**src/csec_pkg.sv**
```systemverilog
// constants and types shared by the sync and exposure control block
package csec_pkg;
  localparam logic [7:0] ADDR_COM1   = 8'h00;
  localparam logic [7:0] ADDR_CLKDIV = 8'h01;
  localparam logic [7:0] ADDR_CTRL   = 8'h02;
  localparam logic [7:0] ADDR_STAT   = 8'h03;
  localparam int         COM1_SLAVE_BIT = 6;
  localparam int         COM1_PROG_BIT  = 2;
  localparam int         CTRL_SRST_BIT  = 0;
  localparam int         CTRL_SPD_BIT   = 1;
  localparam int         STAT_CLR_BIT   = 7;
  localparam int         STRAP_SLAVE_BIT = 0;
  localparam int         STRAP_PROG_BIT  = 1;
  localparam logic [7:0] COM1_RST   = 8'h00;
  localparam logic [5:0] CLKDIV_RST = 6'h00;
  localparam logic       SPD_RST    = 1'b0;
  localparam int         CLKDIV_W   = 6;
  localparam int         XCLK_NOM_KHZ = 17730;
  localparam int         PRECH_LINE_MUL = 292;
  localparam int         PRECH_MUL      = 4;
  localparam int         PRECH_PIX      = PRECH_LINE_MUL * PRECH_MUL;
  localparam int         HOLD_LINES     = 4;
  localparam int         DUMMY_LINES    = 8;
  localparam logic [1:0] STRAP_SETTLE   = 2'h3;
  localparam int         SYNC_PINS      = 7;

  typedef enum logic [2:0] {EXP_IDLE, EXP_PRECH, EXP_INTEG, EXP_DUMMY, EXP_READ} csec_exp_t;

  typedef struct packed {
    logic hs;
    logic vs;
  } csec_sync_t;
endpackage

```
**src/csec_top.sv**
```systemverilog
// sync, frame exposure, reset, power-down and strap control of the sensor core
`timescale 1ns/10ps
module csec_top
  import csec_pkg::*;
#(
  parameter int LINE_PIX    = 400,
  parameter int HS_PIX      = 32,
  parameter int FRAME_LINES = 312,
  parameter int VS_LINES    = 3,
  parameter int ACT_START   = 40,
  parameter int ACT_PIX     = 356,
  parameter int ACT_LINES   = 292
)
(
  input  wire logic       core_clk,
  input  wire logic       rst_n,
  input  wire logic [7:0] reg_addr,
  input  wire logic [7:0] reg_wdata,
  input  wire logic       reg_wr,
  input  wire logic       reg_rd,
  output logic      [7:0] reg_rdata,
  input  wire logic       reset_pin,
  input  wire logic       power_down_pin,
  input  wire logic       frame_exposure_input,
  input  wire logic [1:0] strap_pins,
  input  wire csec_sync_t sync_in,
  output csec_sync_t      sync_out,
  output csec_sync_t      sync_oe,
  output logic            line_valid,
  output logic            precharge_active,
  output logic            integrating
);

  // reset, power-down, exposure, sync and strap pins pass two flops before use; bus pins do not
  logic [SYNC_PINS-1:0] sy1_r;
  logic [SYNC_PINS-1:0] sy2_r;
  logic                 hs_d_r;
  logic [7:0]           com1_r;
  logic [5:0]           clkdiv_r;
  logic                 spd_r;
  logic                 short_exp_r;
  logic                 strap_done_r;
  logic [1:0]           strap_cnt_r;
  logic [5:0]           div_cnt_r;
  logic [9:0]           hcnt_r;
  logic [9:0]           vcnt_r;
  logic                 vs_lat_r;
  logic                 vs_lat_d_r;
  csec_exp_t            state_r;
  logic [10:0]          pcnt_r;
  logic [9:0]           lcnt_r;
  logic [7:0]           rdata_r;
  csec_sync_t           sync_out_r;
  csec_sync_t           sync_oe_r;
  logic                 lv_r;
  logic                 prech_r;
  logic                 integ_r;

  wire hrst     = sy2_r[6];
  wire pd_hw    = sy2_r[5];
  wire frame_exposure_input_s   = sy2_r[4];
  wire hs_s     = sy2_r[3];
  wire vs_s     = sy2_r[2];
  wire [1:0] strap_s = sy2_r[1:0];

  wire slave    = com1_r[COM1_SLAVE_BIT];
  wire prog     = com1_r[COM1_PROG_BIT];

  function automatic logic hit(input logic [7:0] a, input logic [7:0] ofs);
    hit = a == ofs;
  endfunction

  wire wr_com1   = reg_wr & hit(reg_addr, ADDR_COM1);
  wire wr_clkdiv = reg_wr & hit(reg_addr, ADDR_CLKDIV);
  wire wr_ctrl   = reg_wr & hit(reg_addr, ADDR_CTRL);
  wire wr_stat   = reg_wr & hit(reg_addr, ADDR_STAT);
  wire srst_req  = wr_ctrl & reg_wdata[CTRL_SRST_BIT];
  wire reg_clear = hrst | srst_req;
  wire strap_load = ~strap_done_r & (strap_cnt_r == STRAP_SETTLE);

  // straps override a write in the same cycle
  wire [7:0] com1_strap = {com1_r[7], strap_s[STRAP_SLAVE_BIT], com1_r[5:3], strap_s[STRAP_PROG_BIT], com1_r[1:0]};
  wire [7:0] com1_nxt   = strap_load ? com1_strap : (wr_com1 ? reg_wdata : com1_r);
  wire [5:0] clkdiv_nxt = wr_clkdiv ? reg_wdata[5:0] : clkdiv_r;
  wire       spd_nxt    = wr_ctrl ? reg_wdata[CTRL_SPD_BIT] : spd_r;

  // pixel tick: one per (divider + 1) input clocks, none while hard powered down
  wire       pix_tick    = ~pd_hw & (div_cnt_r >= clkdiv_r);
  wire [5:0] div_cnt_nxt = (pd_hw | pix_tick) ? 6'h00 : div_cnt_r + 6'h01;
  wire       run         = pix_tick & ~spd_r;
  wire       tim_rst     = pd_hw | reg_clear;

  // line timing: own counter in master mode, edge of resynced pin in slave
  wire       hs_rise     = hs_s & ~hs_d_r;
  wire       h_last      = hcnt_r == 10'(LINE_PIX - 1);
  wire       v_last      = vcnt_r == 10'(FRAME_LINES - 1);
  wire       line_start  = slave ? hs_rise : (run & (hcnt_r == 10'h000));
  wire [9:0] hcnt_nxt    = (slave & hs_rise) ? 10'h000 :
                           (run & h_last & ~slave) ? 10'h000 :
                           (run & ~h_last) ? hcnt_r + 10'h001 : hcnt_r;
  wire       vs_rise     = vs_lat_r & ~vs_lat_d_r;
  wire [9:0] vcnt_nxt    = (slave & vs_rise) ? 10'h000 :
                           (line_start & v_last & ~slave) ? 10'h000 :
                           (line_start & ~v_last) ? vcnt_r + 10'h001 : vcnt_r;
  wire       in_window   = (hcnt_r >= 10'(ACT_START)) & (hcnt_r < 10'(ACT_START + ACT_PIX));

  // exposure sequencer; frame_exposure_input only looked at on line starts
  csec_exp_t state_nxt;
  logic [10:0] pcnt_nxt;
  logic [9:0]  lcnt_nxt;
  logic        short_set;
  always_comb
  begin
    state_nxt = state_r;
    pcnt_nxt  = pcnt_r;
    lcnt_nxt  = lcnt_r;
    short_set = 1'b0;
    unique case (state_r)
      EXP_IDLE:
      begin
        if (line_start & frame_exposure_input_s & prog)
        begin
          state_nxt = EXP_PRECH;
          pcnt_nxt  = 11'h000;
        end
      end
      EXP_PRECH:
      begin
        if (line_start & ~frame_exposure_input_s)
        begin
          short_set = 1'b1;
          state_nxt = EXP_DUMMY;
          lcnt_nxt  = 10'h000;
        end
        else if (run & (pcnt_r == 11'(PRECH_PIX - 1)))
          state_nxt = EXP_INTEG;
        else if (run)
          pcnt_nxt = pcnt_r + 11'h001;
      end
      EXP_INTEG:
      begin
        if (line_start & ~frame_exposure_input_s)
        begin
          state_nxt = EXP_DUMMY;
          lcnt_nxt  = 10'h000;
        end
      end
      EXP_DUMMY:
      begin
        if (line_start & (lcnt_r == 10'(DUMMY_LINES - 1)))
        begin
          state_nxt = EXP_READ;
          lcnt_nxt  = 10'h000;
        end
        else if (line_start)
          lcnt_nxt = lcnt_r + 10'h001;
      end
      EXP_READ:
      begin
        if (line_start & (lcnt_r == 10'(ACT_LINES - 1)))
          state_nxt = EXP_IDLE;
        else if (line_start)
          lcnt_nxt = lcnt_r + 10'h001;
      end
    endcase
    if (~prog)
      state_nxt = EXP_IDLE;
  end

  wire       hold_phase = (state_r == EXP_DUMMY) & (lcnt_r < 10'(HOLD_LINES));
  wire [7:0] stat_word  = {short_exp_r, hold_phase, pd_hw, spd_r, strap_done_r, 3'(state_r)};
  wire [7:0] rd_mux     = hit(reg_addr, ADDR_COM1)   ? com1_r :
                          hit(reg_addr, ADDR_CLKDIV) ? {2'b00, clkdiv_r} :
                          hit(reg_addr, ADDR_CTRL)   ? {6'h00, spd_r, 1'b0} :
                          hit(reg_addr, ADDR_STAT)   ? stat_word : 8'h00;
  // set wins over the clear written in the same cycle
  wire short_nxt = short_set | (short_exp_r & ~(wr_stat & reg_wdata[STAT_CLR_BIT]));

  always_ff @(posedge core_clk or negedge rst_n)
  begin
    if (!rst_n)
    begin
      sy1_r  <= '0;
      sy2_r  <= '0;
      hs_d_r <= 1'b0;
    end
    else
    begin
      sy1_r  <= {reset_pin, power_down_pin, frame_exposure_input, sync_in.hs, sync_in.vs, strap_pins};
      sy2_r  <= sy1_r;
      hs_d_r <= hs_s;
    end
  end

  // bus registers survive hard power-down, not a reset
  always_ff @(posedge core_clk or negedge rst_n)
  begin
    if (!rst_n)
    begin
      com1_r       <= COM1_RST;
      clkdiv_r     <= CLKDIV_RST;
      spd_r        <= SPD_RST;
      short_exp_r  <= 1'b0;
      strap_done_r <= 1'b0;
      strap_cnt_r  <= 2'h0;
    end
    else if (reg_clear)
    begin
      com1_r       <= COM1_RST;
      clkdiv_r     <= CLKDIV_RST;
      spd_r        <= SPD_RST;
      short_exp_r  <= 1'b0;
      strap_done_r <= 1'b0;
      strap_cnt_r  <= 2'h0;
    end
    else
    begin
      com1_r       <= com1_nxt;
      clkdiv_r     <= clkdiv_nxt;
      spd_r        <= spd_nxt;
      short_exp_r  <= short_nxt;
      strap_done_r <= strap_done_r | strap_load;
      strap_cnt_r  <= strap_load | strap_done_r ? strap_cnt_r : strap_cnt_r + 2'h1;
    end
  end

  always_ff @(posedge core_clk or negedge rst_n)
  begin
    if (!rst_n)
    begin
      div_cnt_r  <= 6'h00;
      hcnt_r     <= 10'h000;
      vcnt_r     <= 10'h000;
      vs_lat_r   <= 1'b0;
      vs_lat_d_r <= 1'b0;
      state_r    <= EXP_IDLE;
      pcnt_r     <= 11'h000;
      lcnt_r     <= 10'h000;
    end
    else if (tim_rst)
    begin
      div_cnt_r  <= 6'h00;
      hcnt_r     <= 10'h000;
      vcnt_r     <= 10'h000;
      vs_lat_r   <= 1'b0;
      vs_lat_d_r <= 1'b0;
      state_r    <= EXP_IDLE;
      pcnt_r     <= 11'h000;
      lcnt_r     <= 10'h000;
    end
    else
    begin
      div_cnt_r  <= div_cnt_nxt;
      hcnt_r     <= hcnt_nxt;
      vcnt_r     <= vcnt_nxt;
      vs_lat_r   <= line_start ? vs_s : vs_lat_r;
      vs_lat_d_r <= vs_lat_r;
      state_r    <= state_nxt;
      pcnt_r     <= pcnt_nxt;
      lcnt_r     <= lcnt_nxt;
    end
  end

  always_ff @(posedge core_clk or negedge rst_n)
  begin
    if (!rst_n)
    begin
      rdata_r    <= 8'h00;
      sync_out_r <= '0;
      sync_oe_r  <= '0;
      lv_r       <= 1'b0;
      prech_r    <= 1'b0;
      integ_r    <= 1'b0;
    end
    else
    begin
      rdata_r    <= reg_rd ? rd_mux : 8'h00;
      sync_out_r <= '{hs: ~slave & (hcnt_r < 10'(HS_PIX)), vs: ~slave & (vcnt_r < 10'(VS_LINES))};
      sync_oe_r  <= '{hs: ~slave, vs: ~slave};
      lv_r       <= (state_r == EXP_READ) & in_window;
      prech_r    <= state_r == EXP_PRECH;
      integ_r    <= state_r == EXP_INTEG;
    end
  end

  assign reg_rdata        = rdata_r;
  assign sync_out         = sync_out_r;
  assign sync_oe          = sync_oe_r;
  assign line_valid       = lv_r;
  assign precharge_active = prech_r;
  assign integrating      = integ_r;
endmodule

```
**config.mk**
```make
export PLATFORM = sky130hd
export DESIGN_NAME = csec_top
export DESIGN_NICKNAME = d
export VERILOG_FILES = /design/src/csec_pkg.sv /design/src/csec_top.sv
export SDC_FILE = /design/constraint.sdc
export NUM_CORES = 1
export LEC_CHECK = 0
export ABC_CLOCK_PERIOD_IN_PS = 2670
export BUFFER_PORTS_ARGS = -buffer_cell sky130_fd_sc_hd__clkbuf_2
export CAP_MARGIN = 20
export CORE_MARGIN = 4
export CORE_UTILIZATION = 29
export DETAILED_ROUTE_END_ITERATION = 10
export GPL_TIMING_DRIVEN = 0
export SLEW_MARGIN = 20
export SYNTH_ARGS = -nofsm -noshare
export SYNTH_HDL_FRONTEND = slang
export SYNTH_SLANG_ARGS = --single-unit
```
**constraint.sdc**
```tcl
create_clock -name core_clk -period 2.67 [get_ports core_clk]
set_input_delay 0.267 -clock core_clk [delete_from_list [all_inputs] [get_ports core_clk]]
set_output_delay 0.267 -clock core_clk [all_outputs]
set_load 0.05 [all_outputs]
```
==> results.md <==
* Synth area leader: dfrtp_1
* Setup Crit Path Kind: flip-flop to flip-flop
* First-pass GRT wire length at 19,700 um
* Ys flop type: dfrtp_1
* Hold Vio Cnt, Final at 0
* Synth area leaders: dfrtp_1, nor2_1, nand2_1
* Nets at 630
* Worst EP arrival at 2.83 ns
* Crit end category: flip-flop
* Congestion Overflow GR at 0
* Core Region at 0.0172 mm2
* P_leak at 2.64 nW
* Unique masters post-synth at 70
* GRT Total Usage at 12.3%
* Boundary Pins at 42
* Clk Latency, worst-skew pair at 0.35 ns
* Setup slack after layout at 0.0927 ns
* PD cells at 567 mW/mm2
* Vias in the first global route at 3,945
* GR peak layer: met2
* Die Footprint at 0.0197 mm2
* Startpoint types: flip-flop
* Top-area cell type share of the netlist area at 49.4%
* Final hold slack at 0.0172 ns
* Status: complete, no violations
* Iter 0 DRT Violations at 281
* RSZ-0062 raised after global routing: yes
* Hold Crit Depth at 1
* # Max-Cap Violations at 0
* Starting Density at 29.4%
* Sequential element share of the synthesized area at 49.4%
* Post-Route WL at 12,000 um
* Tot Pwr at 0.00350 W
* Chip Height at 140 um
* Commonest non-fill, non-tap cells in the layout: dfrtp_1, nor2_1, nand2_1
* Largest net degree at the start of global routing at 80
* Die Width at 140 um
* HPWL after detailed placement at 8410 um
* Pins Over Slew Limit at 0
* Synth async-reset ratio at 100%
* CTS Buf Count at 9
* Pre-CTS setup slack at -0.315 ns
* Commonest non-fill, non-tap cell in the layout: dfrtp_1
* Placed Cells at 787
* M1 GR Usage at 16.6%
* Syn Inst Count at 521
* Max Freq at 388 MHz
* Synth Cell Area at 0.00507 mm2
* Reg2reg path depth at 7
* GP Congestion at 0.851
* Worst-path fanout max at 7
* Post-Layout Cell Count at 819
* Synth-to-layout area growth at 21.7%
* Post-synth EDFFs at 0
* Final worst-path cycle share at 96.5%
* Met3 usage at 2.22%
* Clock Skew at 0.00764 ns
* Drt first pass iters at 4
* Reg2Reg Setup Slack at 0.09 ns
* Worst hold path type: input port to flip-flop
* Routed WL per cell at 14.7 um
* Initial antenna violation count at 0
* Relative slew slack at 25.2%
* TritonCTS clock tree: done
* Ys Warns at 0
* Worst vdd ir at 0.000276 V
* Fraction of layout cells with a size suffix above 1 at 18.0%
* Vias per inst at 5.02
* Syn nets at 561
* Antenna-violating nets left at 0
* Worst-Margin Slew at 1.11 ns
* Via Count at 4,111
* Clock Tree Buf Depth at 2
* CTS Root Cell: clkbuf_16
* Syn avg cell area at 9.73 um2
* Finish-stage setup viols at 0
* Antenna Cells at 0
* Synthesized flop and latch total at 100
* Clock Pin Slew Worst Setup and Hold Paths at 0.07 ns
* Row count at 48
* H-tree level count at 3
* Min Tclk post-route at 2.58 ns
* GR met2 Demand/Resource at 19.4%
* DRC at 0
* Req. time, crit path at 2.93 ns
* CTS Sinks at 100
* Port buffer count at 40
[power breakdown]
part | switching (W) | internal [W] | total [W]
Sequential | 0.0000365 | 0.00156 | 0.00160
Clock | 0.000574 | 0.000912 | 0.00149
Combinational | 0.000264 | 0.000146 | 0.000410
[worst paths after layout]
| path | startpoint | endpoint |
|---|---|---|
| worst max-delay path | lcnt_r[7]$_DFFE_PN0P_ | lcnt_r[8]$_DFFE_PN0P_ |
| worst min-delay path | strap_pins[1] | sy1_r[1]$_DFF_PN0_ |
| worst max register to register | lcnt_r[7]$_DFFE_PN0P_ | lcnt_r[8]$_DFFE_PN0P_ |
| worst min register to register | sy1_r[5]$_DFF_PN0_ | sy2_r[5]$_DFF_PN0_ |
| max in group asynchronous | rst_n | div_cnt_r[5]$_DFF_PN0_ |
| min in group asynchronous | rst_n | vcnt_r[0]$_DFFE_PN0P_ |
[cells by family after synthesis]
group                      Yosys count  synth area share [%]
and+or+nand+nor                    236                  24.1
DFF                                100                  49.4
AOI/OAI and AO/OA                   96                  12.6
buffers and inverters               35                  2.96
xor gates and xnor gates            24                  4.15
muxes                               17                  3.63
adders and majority gates           13                  3.21
[per-layer routing]
metal	part of all wire (%)	wire (um)	vias to the layer above
li1	-	-	2001
met1	47	5600	2044
met2	49	5940	55
met3	2.4	286	11
met4	1.5	185	0
met5	0	0	-
[layout make-up]
cell class / instances / area, um2
tap: 225 / 282
fill: 1677 / 11100
timing repair buffer: 58 / 373
inverter: 13 / 48.8
buffer: 22 / 114
clock inverter: 6 / 111
sequential: 100 / 2500
clock buffer: 9 / 225
multi-input combinational: 386 / 2510
[registers in the layout, indices dropped and copies added, names as in the netlist, 3 cells and up]
signal / flops
hcnt_r: 10
reg_rdata: 8
com1_r: 8
lcnt_r: 10
div_cnt_r: 6
clkdiv_r: 6
sy1_r: 7
pcnt_r: 11
sy2_r: 7
state_r: 3
vcnt_r: 10
[what timing repair did]
item | 4_1_cts | 5_1_grt
setup buffers | 0 | 15
hold buffers | 1 | 1
pin swaps | 1 | 11
endpoints found under the setup margin | 31 | 22
endpoints found under the hold margin | 21 | 1
resized for setup | 8 | 16
[critical path: stages, from the launching register on]
cell and delay [ns]:
dfrtp_1 0.41, or4_4 0.55, or4b_4 0.50, and3_4 0.21, o21ai_4 0.27, nor3_4 0.10, and4_4 0.21, nor4_4 0.24
[synthesized netlist by cell type (all sizes together) (3+ instances only)]
| master | number |
|---|---|
| nand3 | 21 |
| xnor2 | 11 |
| nand4 | 11 |
| o31ai | 3 |
| o211ai | 3 |
| a22oi | 3 |
| nor4 | 6 |
| clkbuf | 13 |
| and4 | 5 |
| xor2 | 13 |
| or3 | 3 |
| a31oi | 12 |
| buf | 9 |
| a41o | 3 |
| a2111oi | 5 |
| ha | 13 |
| nand2 | 47 |
| nand3b | 6 |
| mux2i | 15 |
| nand2b | 6 |
| o21ai | 22 |
| and3 | 8 |
| inv | 13 |
| nor2b | 3 |
| nor2 | 79 |
| a21oi | 28 |
| a21o | 3 |
| nor4b | 3 |
| dfrtp | 100 |
| nor3 | 16 |
| and2 | 7 |
| or4 | 4 |
[metrics by stage]
step | TNS (ns) | util (%) | cell area [um2]
final | 0 | 35.8 | 6170
after global routing | -0.212 | 35.8 | 6170
after CTS | 0 | 34.6 | 5970
after detailed placement | -5.26 | 32.4 | 5590
after global placement | -3.80 | 32.2 | 5550
after floorplan | 0 | - | 5070
(Power assumes the default switching activity.)
